===== config.mk =====
export PLATFORM = sky130hd
export DESIGN_NAME = apt_pair_trigger
export DESIGN_NICKNAME = d
export VERILOG_FILES = /design/src/pkg/apt_pkg.sv /design/src/rtl/apt_src_sel.sv /design/src/rtl/apt_conv_arb.sv /design/src/rtl/apt_pair_trigger.sv
export SDC_FILE = /design/constraint.sdc
export NUM_CORES = 1
export LEC_CHECK = 0
export BUFFER_PORTS_ARGS = -buffer_cell sky130_fd_sc_hd__buf_4
export CORE_UTILIZATION = 55
export DETAILED_ROUTE_END_ITERATION = 16
export GPL_TIMING_DRIVEN = 0
export PLACE_DENSITY = 0.84
export SKIP_CTS_REPAIR_TIMING = 1
export SLEW_MARGIN = 10
export SYNTH_ARGS = -nofsm -noshare
export SYNTH_HDL_FRONTEND = slang
export SYNTH_HIERARCHICAL = 1
export SYNTH_SLANG_ARGS = --single-unit

===== constraint.sdc =====
create_clock -name ref_clk -period 4.6 [get_ports ref_clk]
set_clock_uncertainty 0.1 [all_clocks]
set_input_delay 0.23 -clock ref_clk [delete_from_list [all_inputs] [get_ports ref_clk]]
set_output_delay 0.23 -clock ref_clk [all_outputs]
set_load 0.005 [all_outputs]

===== src/pkg/apt_pkg.sv =====
// Shared constants and types of the analog pair trigger control block.
// Assumes a 32-bit classic Wishbone register bus and one module clock.
package apt_pkg;

  localparam int APT_NPAIR   = 3;
  localparam int PAIR_IDX_W  = 2;
  localparam int PAIR_BYTE_W = 8;
  localparam int SRC_W       = 5;
  localparam int ADR_W       = 8;
  localparam int DAT_W       = 32;
  localparam int SEL_W       = 4;
  localparam int NUM_PRI     = 8;
  localparam int NUM_SEC     = 9;
  localparam int NUM_CL      = 8;

  // Start-of-conversion source codes
  localparam logic [SRC_W-1:0] SRC_NONE        = 5'h00;
  localparam logic [SRC_W-1:0] SRC_SW_OWN      = 5'h01;
  localparam logic [SRC_W-1:0] SRC_SW_GLOBAL   = 5'h02;
  localparam logic [SRC_W-1:0] SRC_PWM_SPECIAL = 5'h03;
  localparam logic [SRC_W-1:0] SRC_PRI_FIRST   = 5'h04;
  localparam logic [SRC_W-1:0] SRC_PRI_LAST    = 5'h0B;
  localparam logic [SRC_W-1:0] SRC_TMR1        = 5'h0C;
  localparam logic [SRC_W-1:0] SRC_RESERVED    = 5'h0D;
  localparam logic [SRC_W-1:0] SRC_SEC_FIRST   = 5'h0E;
  localparam logic [SRC_W-1:0] SRC_SEC_LAST    = 5'h16;
  localparam logic [SRC_W-1:0] SRC_CL_FIRST    = 5'h17;
  localparam logic [SRC_W-1:0] SRC_CL_LAST     = 5'h1E;
  localparam logic [SRC_W-1:0] SRC_TMR2        = 5'h1F;

  // Register byte addresses
  localparam logic [ADR_W-1:0] OFS_PAIR_CTRL_10_11 = 8'h00;
  localparam logic [ADR_W-1:0] OFS_PAIR_CTRL_12    = 8'h04;
  localparam logic [ADR_W-1:0] OFS_IRQ_STATUS      = 8'h08;
  localparam logic [ADR_W-1:0] OFS_IRQ_MASK        = 8'h0C;
  localparam logic [ADR_W-1:0] OFS_GLOBAL_CTRL     = 8'h10;
  localparam int               GLOBAL_TRIG_BIT     = 0;

  // Placement of each pair's control byte: word address and byte lane
  localparam logic [ADR_W-1:0] PAIR_OFS  [APT_NPAIR] = '{8'h00, 8'h00, 8'h04};
  localparam int               PAIR_LANE [APT_NPAIR] = '{0, 1, 0};

  // One pair control byte, top bit first
  typedef struct packed {
    logic             irqEn;
    logic             pending;
    logic             swStart;
    logic [SRC_W-1:0] src;
  } apt_pair_t;

  localparam apt_pair_t APT_PAIR_RST = 8'h00;

  typedef struct packed {
    logic               pwmSpecial;
    logic [NUM_PRI-1:0] pwmPrimary;
    logic [NUM_SEC-1:0] pwmSecondary;
    logic [NUM_CL-1:0]  pwmCurLimit;
    logic               tmr1Match;
    logic               tmr2Match;
  } apt_trig_t;

  typedef struct packed {
    logic                  start;
    logic [PAIR_IDX_W-1:0] pair;
  } apt_conv_req_t;

  typedef enum logic [0:0] {
    ARB_IDLE = 1'b0,
    ARB_BUSY = 1'b1
  } apt_arb_state_t;

endpackage


===== src/rtl/apt_src_sel.sv =====
// Start source selector for one analog input pair.
// Assumes trigger inputs are one-cycle pulses in the module clock domain.
`timescale 1ns/1ps
module apt_src_sel
  import apt_pkg::*;
(
  input  wire logic [SRC_W-1:0] srcCode,
  input  apt_trig_t             trig,
  input  wire logic             swStart,
  input  wire logic             globalTrig,
  output logic                  fire
);

  logic [SRC_W-1:0] priOfs;
  logic [SRC_W-1:0] secOfs;
  logic [SRC_W-1:0] clOfs;

  assign priOfs = srcCode - SRC_PRI_FIRST;
  assign secOfs = srcCode - SRC_SEC_FIRST;
  assign clOfs  = srcCode - SRC_CL_FIRST;

  always_comb begin
    fire = 1'b0;
    if (srcCode == SRC_SW_OWN) begin
      fire = swStart;
    end else if (srcCode == SRC_SW_GLOBAL) begin
      fire = globalTrig;
    end else if (srcCode == SRC_PWM_SPECIAL) begin
      fire = trig.pwmSpecial;
    end else if (srcCode >= SRC_PRI_FIRST && srcCode <= SRC_PRI_LAST) begin
      fire = trig.pwmPrimary[priOfs[2:0]];
    end else if (srcCode == SRC_TMR1) begin
      fire = trig.tmr1Match;
    end else if (srcCode >= SRC_SEC_FIRST && srcCode <= SRC_SEC_LAST) begin
      fire = trig.pwmSecondary[secOfs[3:0]];
    end else if (srcCode >= SRC_CL_FIRST && srcCode <= SRC_CL_LAST) begin
      fire = trig.pwmCurLimit[clOfs[2:0]];
    end else if (srcCode == SRC_TMR2) begin
      fire = trig.tmr2Match;
    end
    // No source and the reserved code fall through and start nothing
  end

endmodule // apt_src_sel


===== src/rtl/apt_conv_arb.sv =====
// Converter sequencer: serves pending pairs one at a time, lowest index first.
// Assumes the converter answers each start with exactly one convDone pulse.
`timescale 1ns/1ps
module apt_conv_arb
  import apt_pkg::*;
(
  input  wire logic                 ref_clk,
  input  wire logic                 rstn,
  input  wire logic [APT_NPAIR-1:0] pending,
  input  wire logic                 convDone,
  output apt_conv_req_t             convReq,
  output logic      [APT_NPAIR-1:0] doneVec
);

  apt_arb_state_t        state_r;
  logic [PAIR_IDX_W-1:0] curPair_r;
  logic                  start_r;
  logic [PAIR_IDX_W-1:0] pickPair;

  always_comb begin
    pickPair = '0;
    for (int i = APT_NPAIR - 1; i >= 0; i--) begin
      if (pending[i]) begin
        pickPair = PAIR_IDX_W'(i);
      end
    end
  end

  // Requests wait here while the converter is busy; nothing is dropped
  always_ff @(posedge ref_clk) begin
    if (!rstn) begin
      state_r   <= ARB_IDLE;
      curPair_r <= '0;
      start_r   <= 1'b0;
    end else begin
      start_r <= 1'b0;
      case (state_r)
        ARB_IDLE: begin
          if (|pending) begin
            curPair_r <= pickPair;
            start_r   <= 1'b1;
            state_r   <= ARB_BUSY;
          end
        end
        ARB_BUSY: begin
          if (convDone) begin
            state_r <= ARB_IDLE;
          end
        end
        default: state_r <= ARB_IDLE;
      endcase
    end
  end

  // Combinational so the pending bit drops at the same edge the sequencer frees up
  always_comb begin
    doneVec = '0;
    if (state_r == ARB_BUSY && convDone) begin
      doneVec[curPair_r] = 1'b1;
    end
  end

  assign convReq.start = start_r;
  assign convReq.pair  = curPair_r;
endmodule // apt_conv_arb


===== src/rtl/apt_pair_trigger.sv =====
// Trigger control for analog input pairs 10 to 12 with a Wishbone register port.
// Assumes trigger pulses are synchronous to ref_clk and the converter returns
// one convDone pulse per convReq.start.
//
// Summary of operation
// - Source code zero never starts a conversion of its pair.
// - Code one uses the pair's own software bit; code two the global one.
// - Code three starts on the PWM special event trigger.
// - Codes four to eleven pick PWM primary triggers one to eight.
// - Code twelve is timer one, code 31 timer two; thirteen starts nothing.
// - Codes fourteen to 22 pick PWM secondary triggers one to nine.
// - Codes 23 to 30 pick PWM current-limit triggers one to eight.
// - Pending sets when the selected trigger fires, clears at conversion done.
// - Done raises an interrupt request only when the pair's enable is set.
// - Software start bit requests conversion; hardware clears it once the bit itself sets pending.
// - A trigger for another pair during busy conversion is held and served once free.
// - Pair 10 in bits 4-0, pair 11 in bits 12-8, pair 12 alone.
// - Upper three bytes of the pair 12 register read zero, ignore writes.
// - Byte layout: enable, pending, start bit, then five source bits.
`timescale 1ns/1ps
module apt_pair_trigger
  import apt_pkg::*;
(
  input  wire logic             ref_clk,
  input  wire logic             rstn,
  input  wire logic             cyc_i,
  input  wire logic             stb_i,
  input  wire logic             we_i,
  input  wire logic [ADR_W-1:0] adr_i,
  input  wire logic [SEL_W-1:0] sel_i,
  input  wire logic [DAT_W-1:0] dat_i,
  output logic      [DAT_W-1:0] dat_o,
  output logic                  ack_o,
  input  apt_trig_t             trig,
  output apt_conv_req_t         convReq,
  input  wire logic             convDone,
  output logic                  irq
);

  logic                 ack_r;
  logic [DAT_W-1:0]     datOut_r;
  logic [DAT_W-1:0]     rdData;
  logic                 wrEn;
  logic                 globalTrig;
  apt_pair_t            pairCfg_r [APT_NPAIR];
  logic [APT_NPAIR-1:0] pendVec;
  logic [APT_NPAIR-1:0] fire;
  logic [APT_NPAIR-1:0] doneVec;
  logic [APT_NPAIR-1:0] wrPair;
  logic [APT_NPAIR-1:0] srcIsNone;
  logic [APT_NPAIR-1:0] srcIsRsvd;
  logic [APT_NPAIR-1:0] irqStatus_r;
  logic [APT_NPAIR-1:0] irqMask_r;
  logic [APT_NPAIR-1:0] irqEvent;
  logic [APT_NPAIR-1:0] irqClear;
  logic [SRC_W-1:0]     src11;

  // ---------------- Wishbone slave ----------------
  // One wait state: ack follows the request by one cycle and is dropped after one
  always_ff @(posedge ref_clk) begin
    if (!rstn) begin
      ack_r <= 1'b0;
    end else begin
      ack_r <= cyc_i & stb_i & ~ack_r;
    end
  end

  // Writes take effect at the edge where the master samples ack
  assign wrEn  = cyc_i & stb_i & we_i & ack_r;
  assign ack_o = ack_r;

  always_comb begin
    rdData = '0;
    case (adr_i)
      OFS_PAIR_CTRL_10_11: rdData = {16'h0000, pairCfg_r[1], pairCfg_r[0]};
      OFS_PAIR_CTRL_12:    rdData = {24'h000000, pairCfg_r[2]};
      OFS_IRQ_STATUS:      rdData = {29'h0, irqStatus_r};
      OFS_IRQ_MASK:        rdData = {29'h0, irqMask_r};
      default:             rdData = '0;
    endcase
  end

  always_ff @(posedge ref_clk) begin
    if (!rstn) begin
      datOut_r <= '0;
    end else if (cyc_i && stb_i && !ack_r) begin
      datOut_r <= rdData;
    end
  end

  assign dat_o = datOut_r;

  // Write-one pulse; the control word itself always reads zero
  assign globalTrig = wrEn && (adr_i == OFS_GLOBAL_CTRL) && sel_i[0]
                      && dat_i[GLOBAL_TRIG_BIT];

  // ---------------- Per-pair control ----------------
  genvar p;
  generate
    for (p = 0; p < APT_NPAIR; p++) begin : g_pair
      apt_pair_t wrByte;

      assign wrPair[p]    = wrEn && (adr_i == PAIR_OFS[p]) && sel_i[PAIR_LANE[p]];
      assign wrByte       = dat_i[PAIR_LANE[p]*PAIR_BYTE_W +: PAIR_BYTE_W];
      assign pendVec[p]   = pairCfg_r[p].pending;
      assign srcIsNone[p] = (pairCfg_r[p].src == SRC_NONE);
      assign srcIsRsvd[p] = (pairCfg_r[p].src == SRC_RESERVED);

      apt_src_sel u_src_sel (
        .srcCode    (pairCfg_r[p].src),
        .trig       (trig),
        .swStart    (pairCfg_r[p].swStart),
        .globalTrig (globalTrig),
        .fire       (fire[p])
      );

      always_ff @(posedge ref_clk) begin
        if (!rstn) begin
          pairCfg_r[p] <= APT_PAIR_RST;
        end else begin
          if (wrPair[p]) begin
            pairCfg_r[p].src   <= wrByte.src;
            pairCfg_r[p].irqEn <= wrByte.irqEn;
          end
          // A trigger in the done cycle wins and queues a new conversion
          pairCfg_r[p].pending <= fire[p] | (pairCfg_r[p].pending & ~doneVec[p]);
          // The start bit only fires with the own-software source selected
          pairCfg_r[p].swStart <= (wrPair[p] & wrByte.swStart)
                                 | (pairCfg_r[p].swStart
                                    & ~(fire[p] & (pairCfg_r[p].src == SRC_SW_OWN)));
        end
      end

      assign irqEvent[p] = doneVec[p] & pairCfg_r[p].irqEn;
    end
  endgenerate

  apt_conv_arb u_conv_arb (
    .ref_clk  (ref_clk),
    .rstn     (rstn),
    .pending  (pendVec),
    .convDone (convDone),
    .convReq  (convReq),
    .doneVec  (doneVec)
  );

  // ---------------- Interrupt ----------------
  assign irqClear = (wrEn && adr_i == OFS_IRQ_STATUS && sel_i[0])
                    ? dat_i[APT_NPAIR-1:0] : '0;

  // A completion in the same cycle as its clear stays set
  always_ff @(posedge ref_clk) begin
    if (!rstn) begin
      irqStatus_r <= '0;
    end else begin
      irqStatus_r <= (irqStatus_r & ~irqClear) | irqEvent;
    end
  end

  always_ff @(posedge ref_clk) begin
    if (!rstn) begin
      irqMask_r <= '0;
    end else if (wrEn && adr_i == OFS_IRQ_MASK && sel_i[0]) begin
      irqMask_r <= dat_i[APT_NPAIR-1:0];
    end
  end

  assign irq = |(irqStatus_r & irqMask_r);

  assign src11 = pairCfg_r[1].src;
endmodule // apt_pair_trigger


==> results of run 1 <==
[final timing paths]
check                          to  slack [ps]  cells after the start
setup / recovery  pairCfg_r[1][5]        1370                     11
hold / removal    pairCfg_r[1][5]          50                      2
setup reg to reg  pairCfg_r[1][5]        1370                     11
hold reg to reg         dat_o[11]         360                      2
[cells in the mapped netlist, drive strengths merged, types with 3 or more instances]
master	n
o21bai	3
ha	18
nor2	21
buf	29
and2b	4
edfxtp	18
mux4	15
a32o	3
nand3	15
o2bb2ai	8
o22ai	4
a211oi	3
a21oi	26
a311oi	3
a22oi	5
o32ai	5
nor4b	4
a2111oi	12
nor2b	7
nor3	7
nand2	28
or4	3
dfxtp	33
nand3b	5
inv	20
a21boi	4
and4	3
nor3b	6
and2	24
nor4	3
mux2i	7
and3	4
nand2b	8
o21ai	3
xor2	4
nand4	3
clkbuf	6
mux2	5
[per-stage QoR]
stage	std cells	utilization, %	worst slack [ps]	total power [uW]
after global routing	594	69.49	1130	1036
after CTS	594	69.49	1362	992.9
final	594	69.49	1368	994.2
after detailed placement	587	67.99	1378	703.7
after global placement	587	67.99	1447	697.8
after floorplan	414	-	1837	617.0
[worst max-delay path, cell delays in order (launching register included)]
cell	delay (ps)
edfxtp_1	580
clkbuf_4	290
inv_1	110
ha_1	340
mux4_1	240
mux2i_1	90
a2111oi_2	330
a2111oi_2	80
o31ai_2	330
nor4b_1	270
nand3b_1	100
a32o_1	260
[cell type report]
class                   instances  area, um2  area share [%]
multi-input cells             308       2432           51.24
flip-flops and latches         51       1201           25.30
repair buffers                 77      578.1           12.18
plain buffers                  35      237.7           5.008
well taps                      96      120.1           2.530
inverters                      20      75.07           1.581
clock buffers                   6      72.57           1.529
clock inverters                 1      30.03          0.6326
[metal layers]
layer / wire [um] / GRT usage [%]
met3: 786 / 2.984
met5: 0 / 0
met1: 4141 / 36.76
met2: 5093 / 49.13
met4: 238 / 9.848
[sequential cells by signal, summed over array words and instances (netlist names)]
signal                cells
pairCfg_r                24
dat_o                    16
u_conv_arb/state_r        1
u_conv_arb/curPair_r      2
ack_o                     1
irqStatus_r               3
u_conv_arb/start_r        1
irqMask_r                 3
[power by group]
part           switching, uW  internal (uW)
combinational           92.7            104
clock                    138            160
sequential              21.5            478
[logic make-up (layout without fill, tap and decap cells)]
logic type | count (synthesis) | after routing
and+or+nand+nor | 151 | 151
AOI/OAI and AO/OA | 91 | 91
buffers and inverters | 55 | 139
DFF | 51 | 51
muxes | 27 | 27
adders and majority gates | 18 | 18
xor gates and xnor gates | 5 | 5
other | 1 | 16
==> run_results.csv, run 1 <==
group,metric,value,unit
synthesis,yosysWarningCount,6,
synthesis,synthTopCellsByArea,"dfxtp_1 17%, edfxtp_1 14%, ha_1 5.8%, mux4_1 4.7%, mux4_2 4.6%",
routing,post-route-drc-count,0,
routing,finalWirelength,10260,um
global_routing,grt_pass1_vias,3390,
worst_setup_path,path_class,"flop to flop",
synthesis,syn_avg_cell_area,9.749,um2
worst_setup_path,cp_data_arrival_time,3330,ps
worst_setup_path,startpoint,"pairCfg_r[1][0]",
synthesis,synth_edf_count,18,
timing,finalCriticalPeriod,3232,ps
synthesis,synth_simple_gate_area_share,22.93,%
pwr,power_density,209.4,nW/um2
routing,first_pass_iters,5,
global_routing,grt_overflow,0,
die,fp.dieH,86.10,um
timing,clock.fmax,309.4,MHz
clocking,clk_path_buf_depth,2,
global_routing,grt_max_degree,15,
synthesis,synth_top_area_share,16.98,%
clocking,insertion_delay,290,ps
clocking,cts_made_buffers,5,
synthesis,seq_area_frac_synth,30.88,%
placed_design,numPortBuffers,77,
synthesis,ys_async_sr_fraction,0,%
timing,rsz0062_at_grt,"no",
run_status,status,"finished, final reports clean",
min_path,hold_path.class,"input pin to flop",
cells_and_area,finish.instance_area,4747,um2
clocking,cts_num_sinks,51,
clocking,path_clk_slew,90,ps
routing,route.vias.total,3578,
placed_design,placed_area,4644,um2
routing,initialDrtViolationCount,269,
timing,maxSlewHeadroom,31.68,%
min_path,min_from,"dat_i[13]",
cells_and_area,syn_to_final_growth,22.03,%
synthesis,synthAdderAreaFrac,5.790,%
routing,antenna_left,0,
die,start_util,56.94,%
timing,hold-worst-slack,47.13,ps
synthesis,ys.flop_type,"dfxtp_1",
die,num_rows,30,
global_routing,grt_use_total,28.34,%
placed_design,place_congestion,0.8763,
worst_setup_path,worstSetupStartpointType,"flop",
cells_and_area,drive_gt1_share,29.92,%
timing,maxSlewViolCount,0,
synthesis,synth_top_family_by_area,"simple AND/OR/NAND/NOR gates",
synthesis,ys_seq_elements,51,
cells_and_area,insertedDiodeCount,0,
synthesis,synthMuxAreaShare,12.61,%
synthesis,ys_types,70,
placed_design,dp_hpwl,7971,um
worst_setup_path,end_kind,"flop",
die,pin_count,115,
timing,fin_crit_sh,70.26,%
clocking,cts_tree,"yes",
timing,tns,0,ps
routing,routed_via_density,6.024,
global_routing,grt_pass1_wl,16470,um
routing,post_drt_wl_per_cell,17.27,um
cells_and_area,layout_commonest_cell,"buf_4",
cells_and_area,fillerInstances,543,
worst_setup_path,critPathMaxFanout,10,
worst_setup_path,cp.required,4700,ps
clocking,cts_htree_levels,2,
worst_setup_path,reg2reg_from,"pairCfg_r[1][0]",
synthesis,synth_compound_area_share,18.53,%
synthesis,synth-xor-area-share,1.126,%
synthesis,synth_top_area_cell,"dfxtp_1",
die,coreArea,6832,um2
global_routing,antenna_found_initial,0,
timing,setup_viol_count_final,0,
clocking,cts_root_buffer,"clkbuf_8",
flow_run,drv_cap,0,
pwr,cellLeakagePower,0.001918,uW
synthesis,synthCells,399,
timing,hold_viol_final,0,
cells_and_area,most-common-layout-cells,"95 x buf_4, 33 x dfxtp_1, 27 x nand2_1",
synthesis,synth_area,3890,um2
timing,worst_slew_pin_slew,1014,ps
pwr,vdd_drop_max,258.7,uV
die,dieArea,7413,um2
die,die_x,86.10,um
cells_and_area,nets,594,
No activity file was read; power rests on OpenSTA's default activity.
==> run 2: changes to the inputs <==
--- a/config.mk
+++ b/config.mk
@@ -6,10 +6,10 @@
 export NUM_CORES = 1
 export LEC_CHECK = 0
 export BUFFER_PORTS_ARGS = -buffer_cell sky130_fd_sc_hd__buf_4
-export CORE_UTILIZATION = 55
+export CORE_UTILIZATION = 48
 export DETAILED_ROUTE_END_ITERATION = 16
 export GPL_TIMING_DRIVEN = 0
-export PLACE_DENSITY = 0.84
+export PLACE_DENSITY = 0.78
 export SKIP_CTS_REPAIR_TIMING = 1
 export SLEW_MARGIN = 10
 export SYNTH_ARGS = -nofsm -noshare
==> constraint.sdc (replaced) <==
create_clock -name ref_clk -period 2.75 [get_ports ref_clk]
set_clock_uncertainty 0.1 [all_clocks]
set_input_delay 0.1375 -clock ref_clk [delete_from_list [all_inputs] [get_ports ref_clk]]
set_output_delay 0.1375 -clock ref_clk [all_outputs]
set_load 0.005 [all_outputs]
==> run 2 against run 1 <==
Effect of this change: global-route usage down 4.0 points; die area up 14%; largest power group unchanged; hold slack worse by 42 ps; cell count up 6.7%; largest cell class unchanged; wire length up 4.9%; critical path type unchanged; sequential share of layout area down 2.1 points; sequential cell count unchanged; clock-buffer cell count down 1; clock power up 78%; non-clock buffer count up 33.
==> run_results.csv, run 2 (synthesis gave the netlist of run 1 again) <==
group,metric,value,unit
run_status,status,"finished, final reports clean",
cells_and_area,most-common-layout-cells,"122 x buf_4, 33 x dfxtp_1, 26 x nand2_1, 26 x a21oi_1, 21 x and2_1",
timing,hold_viol_final,0,
global_routing,grt_pass1_wl,16200,um
timing,worst_slew_pin_slew,952.3,ps
cells_and_area,insertedDiodeCount,0,
timing,tns,0,ps
clocking,clk_path_buf_depth,2,
global_routing,antenna_found_initial,0,
timing,maxSlewViolCount,0,
cells_and_area,seqCellArea,1201,um2
worst_setup_path,cp_data_arrival_time,2840,ps
worst_setup_path,crit_chain,"buf_4 > buf_4 > buf_4 > mux4_1 > nor2b_1 > o41a_1 > o31ai_4 > nor4b_4 > nand3b_1 > a32o_1",
cells_and_area,drive_gt1_share,36.28,%
global_routing,grt_overflow,0,
clocking,cts_root_buffer,"clkbuf_8",
cells_and_area,layout.cells.non_filler,634,
routing,first_pass_iters,5,
clocking,cts_tree,"yes",
clocking,cts_made_buffers,5,
worst_setup_path,worstSetupStartpointType,"flop",
placed_design,numPortBuffers,77,
routing,antenna_left,0,
routing,finalWirelength,10760,um
pwr,cellLeakagePower,0.002102,uW
cells_and_area,nets,627,
worst_setup_path,regToRegSetupSlack,20,ps
global_routing,grt_pass1_vias,3339,
timing,rsz0062_at_grt,"yes",
timing,fin_crit_sh,99.11,%
timing,maxSlewHeadroom,35.84,%
routing,route.vias.total,3692,
placed_design,place_congestion,0.8616,
clocking,insertion_delay,310,ps
pwr,power_density,337.3,nW/um2
cells_and_area,syn_to_final_growth,32.90,%
cells_and_area,top_register,"pairCfg_r",
worst_setup_path,cp_common_cell,"buf_4",
cells_and_area,fin_util,66.56,%
routing,post-route-drc-count,0,
routing,routed_via_density,5.823,
cells_and_area,largest_reg_flops,24,
die,num_rows,32,
die,fp.dieH,92.02,um
die,die_x,92.02,um
worst_setup_path,cp.required,2860,ps
cells_and_area,fillerInstances,632,
clocking,cts_htree_levels,2,
worst_setup_path,path_buf_inv,3,
timing,setup_viol_count_final,0,
pwr,vdd_drop_max,446.6,uV
die,pin_count,115,
routing,initialDrtViolationCount,290,
worst_setup_path,slowest_stage,"edfxtp_1",
worst_setup_path,cp_slowest_stage_delay,470,ps
cells_and_area,layout_commonest_cell,"buf_4",
worst_setup_path,critPathMaxFanout,5,
timing,clock.fmax,366.9,MHz
worst_setup_path,cp_top_family,"compound AO/OA/AOI/OAI gates",
timing,finalCriticalPeriod,2725,ps
global_routing,grt_max_degree,17,
die,start_util,50.08,%
placed_design,dp.cells,593,
clocking,cts_num_sinks,51,
global_routing,grt_use_total,24.29,%
placed_design,dp_hpwl,7925,um
worst_setup_path,path_class,"flop to flop",
die,dieArea,8468,um2
worst_setup_path,end_kind,"flop",
cells_and_area,multi_input_area,2555,um2
min_path,hold_path.class,"input pin to flop",
die,coreArea,7767,um2
routing,post_drt_wl_per_cell,16.97,um
clocking,path_clk_slew,100,ps
flow_run,drv_cap,0,
run 2: cell types whose count changed in the layout (fill, tap and decap cells not counted), sizes merged:
| cell | before | now |
|---|---|---|
| dlygate4sd3 | 0 | 6 |
| clkbuf | 12 | 9 |
| buf | 106 | 135 |
| clkinv | 0 | 2 |
run 2: path summary, 6_finish.rpt:
check | from | to | cells past startpoint
hold / removal | dat_i[11] | pairCfg_r[1][3] | 2
setup / recovery | pairCfg_r[1][1] | pairCfg_r[1][5] | 10
hold reg to reg | dat_o[9] | dat_o[9] | 2
setup reg to reg | pairCfg_r[1][1] | pairCfg_r[1][5] | 10
run 2: area by class of cell:
type                    count  area share (%)
multi-input cells         308           49.42
repair buffers            110           16.26
inverters                  20           1.500
clock inverters             3          0.8470
well taps                 102           2.469
flip-flops and latches     51           23.23
clock buffers               5           1.331
plain buffers              35           4.937
run 2: metal layers:
| layer | GRT usage (%) | wire length, um | vias up |
|---|---|---|---|
| met5 | 0 | 0 | - |
| met4 | 8.073 | 208 | 0 |
| met3 | 3.814 | 616 | 17 |
| met2 | 42.35 | 5435 | 158 |
| met1 | 30.51 | 4501 | 1760 |
| li1 | - | - | 1757 |
run 2: where the power goes:
group | internal (uW) | switching, uW | total (uW)
sequential | 800 | 30.0 | 830
clock | 271 | 259 | 531
combinational | 208 | 175 | 383
total | 1280 | 465 | 1740
run 2: stage by stage:
step                      area, um2  setup WS (ps)  total power, uW  hold WS, ps
final                          5170          24.59             1744        5.273
after global routing           5170         -74.20             1813       0.3098
after CTS                      4771         -478.8             1691       -60.97
after detailed placement       4658         -460.1             1176        263.5
after global placement         4658         -354.3             1170        261.8
after floorplan                3953          11.43             1033        147.2
==> run 3: changes to the inputs <==
--- a/config.mk
+++ b/config.mk
@@ -6,6 +6,8 @@
 export NUM_CORES = 1
 export LEC_CHECK = 0
 export BUFFER_PORTS_ARGS = -buffer_cell sky130_fd_sc_hd__buf_4
+export CAP_MARGIN = 20
+export CORE_MARGIN = 4
 export CORE_UTILIZATION = 48
 export DETAILED_ROUTE_END_ITERATION = 16
 export GPL_TIMING_DRIVEN = 0
==> run 3 against run 2 <==
Effect of this change: the flow now finishes with violations (negative setup slack); clock-buffer cell count up 2; first-iteration DRC count down 33%; via count down 0.65%; sequential cell count unchanged; utilization down 1.4 points; wire length up 1.6%; sequential power about the same; setup slack worse by 41 ps; register-to-register slack worse by 40 ps; global-route usage down 2.7 points; non-clock buffer count down 2; largest power group unchanged.
==> run_results.csv, run 3 (synthesis gave the netlist of run 1 again) <==
group,metric,value,unit
clocking,cts_root_buffer,"clkbuf_8",
cells_and_area,most-common-layout-cells,"120 x buf_4, 33 x dfxtp_1, 27 x nand2_1",
timing,setup_viol_count_final,1,
min_path,hold_path.class,"input pin to flop",
clocking,cts_made_buffers,5,
clocking,path_clk_slew,90,ps
routing,routed_via_density,5.804,
placed_design,numPortBuffers,77,
pwr,vdd_drop_max,298.8,uV
worst_setup_path,critPathMaxFanout,6,
worst_setup_path,cp_data_arrival_time,2870,ps
routing,post-route-drc-count,0,
cells_and_area,layout.cells.non_filler,632,
routing,post_drt_wl_per_cell,17.29,um
timing,hold_viol_final,0,
global_routing,antenna_found_initial,0,
routing,antenna_left,0,
routing,route.vias.total,3668,
global_routing,grt_use_total,21.59,%
die,pin_count,115,
cells_and_area,top_register,"pairCfg_r",
timing,maxSlewHeadroom,37.16,%
placed_design,dp_hpwl,8239,um
timing,maxSlewViolCount,0,
worst_setup_path,worstSetupStartpointType,"flop",
timing,hold-worst-slack,13.00,ps
die,die_x,98.02,um
timing,rsz0062_at_grt,"yes",
die,num_rows,32,
timing,final.setup.worst_slack,-16.51,ps
run_status,status,"finished, violations left",
routing,finalWirelength,10930,um
clocking,cts_tree,"yes",
die,fp.dieH,98.02,um
cells_and_area,syn_to_final_growth,30.69,%
timing,fin_crit_sh,100.6,%
placed_design,placed_area,4658,um2
placed_design,dp.cells,593,
worst_setup_path,end_kind,"flop",
cells_and_area,layout_commonest_cell,"buf_4",
global_routing,grt_max_degree,16,
clocking,insertion_delay,300,ps
die,dieArea,9608,um2
flow_run,drv_cap,0,
run_status,violations,"negative setup slack",
clocking,cts_htree_levels,2,
cells_and_area,nets,625,
global_routing,grt_pass1_wl,16950,um
pwr,power,1710,uW
die,start_util,49.82,%
pwr,cellLeakagePower,0.002079,uW
clocking,clk_path_buf_depth,2,
timing,clock.fmax,361.5,MHz
routing,first_pass_iters,7,
clocking,cts_num_sinks,51,
die,coreArea,7807,um2
global_routing,grt_pass1_vias,3496,
worst_setup_path,path_class,"flop to flop",
cells_and_area,finish.instance_area,5084,um2
cells_and_area,fillerInstances,664,
global_routing,grt_overflow,0,
routing,initialDrtViolationCount,194,
worst_setup_path,cp.required,2850,ps
timing,tns,-16.51,ps
cells_and_area,insertedDiodeCount,0,
cells_and_area,drive_gt1_share,35.09,%
placed_design,place_congestion,0.9662,
timing,worst_slew_pin_slew,932.8,ps
cells_and_area,largest_reg_flops,24,
pwr,power_density,336.5,nW/um2
timing,finalCriticalPeriod,2767,ps
==> run 3: report_power, final <==
part / switching [uW] / internal (uW) / total [uW]
registers: 30.8 / 800 / 831
logic: 171 / 201 / 372
clock network: 235 / 272 / 508
==> run 3: worst max-delay path, stage by stage, from the launching register on <==
cell and delay (ps):
edfxtp_1 510, buf_6 180, buf_4 140, ha_4 240, nor2b_1 140, o41a_1 450, o31ai_2 290, nor4b_2 260
nand3b_1 100, a32o_1 250
==> run 3: cell type report <==
| class | count | area (um2) | area share [%] |
|---|---|---|---|
| plain buffers | 35 | 249.0 | 4.898 |
| clock buffers | 7 | 76.32 | 1.501 |
| clock inverters | 1 | 30.03 | 0.5907 |
| inverters | 20 | 75.07 | 1.477 |
| multi-input cells | 308 | 2497 | 49.13 |
| flip-flops and latches | 51 | 1201 | 23.63 |
| well taps | 102 | 127.6 | 2.510 |
| repair buffers | 108 | 827.0 | 16.27 |
==> run 3: layer usage <==
metal	track usage, %	up-vias	wire, um
met5	0	-	0
met4	9.052	0	369
met3	3.500	25	833
met2	35.29	190	5117
met1	28.40	1715	4610
li1	-	1738	-
==> run 3: final timing paths <==
| path | slack, ps | cells past startpoint | endpoint | startpoint |
|---|---|---|---|---|
| worst max-delay path | -20 | 9 | pairCfg_r[1][5] | pairCfg_r[1][1] |
| worst min-delay path | 10 | 2 | pairCfg_r[1][4] | dat_i[12] |
| worst max register to register | -20 | 9 | pairCfg_r[1][5] | pairCfg_r[1][1] |
| worst min register to register | 360 | 2 | dat_o[11] | dat_o[11] |
==> run 3: per-stage QoR <==
| stage | utilization (%) | worst slack (ps) |
|---|---|---|
| after floorplan | - | 11.43 |
| after global placement | 59.66 | -402.4 |
| after detailed placement | 59.66 | -476.5 |
| after CTS | 61.03 | -499.2 |
| after global routing | 65.11 | -139.7 |
| final | 65.11 | -16.51 |
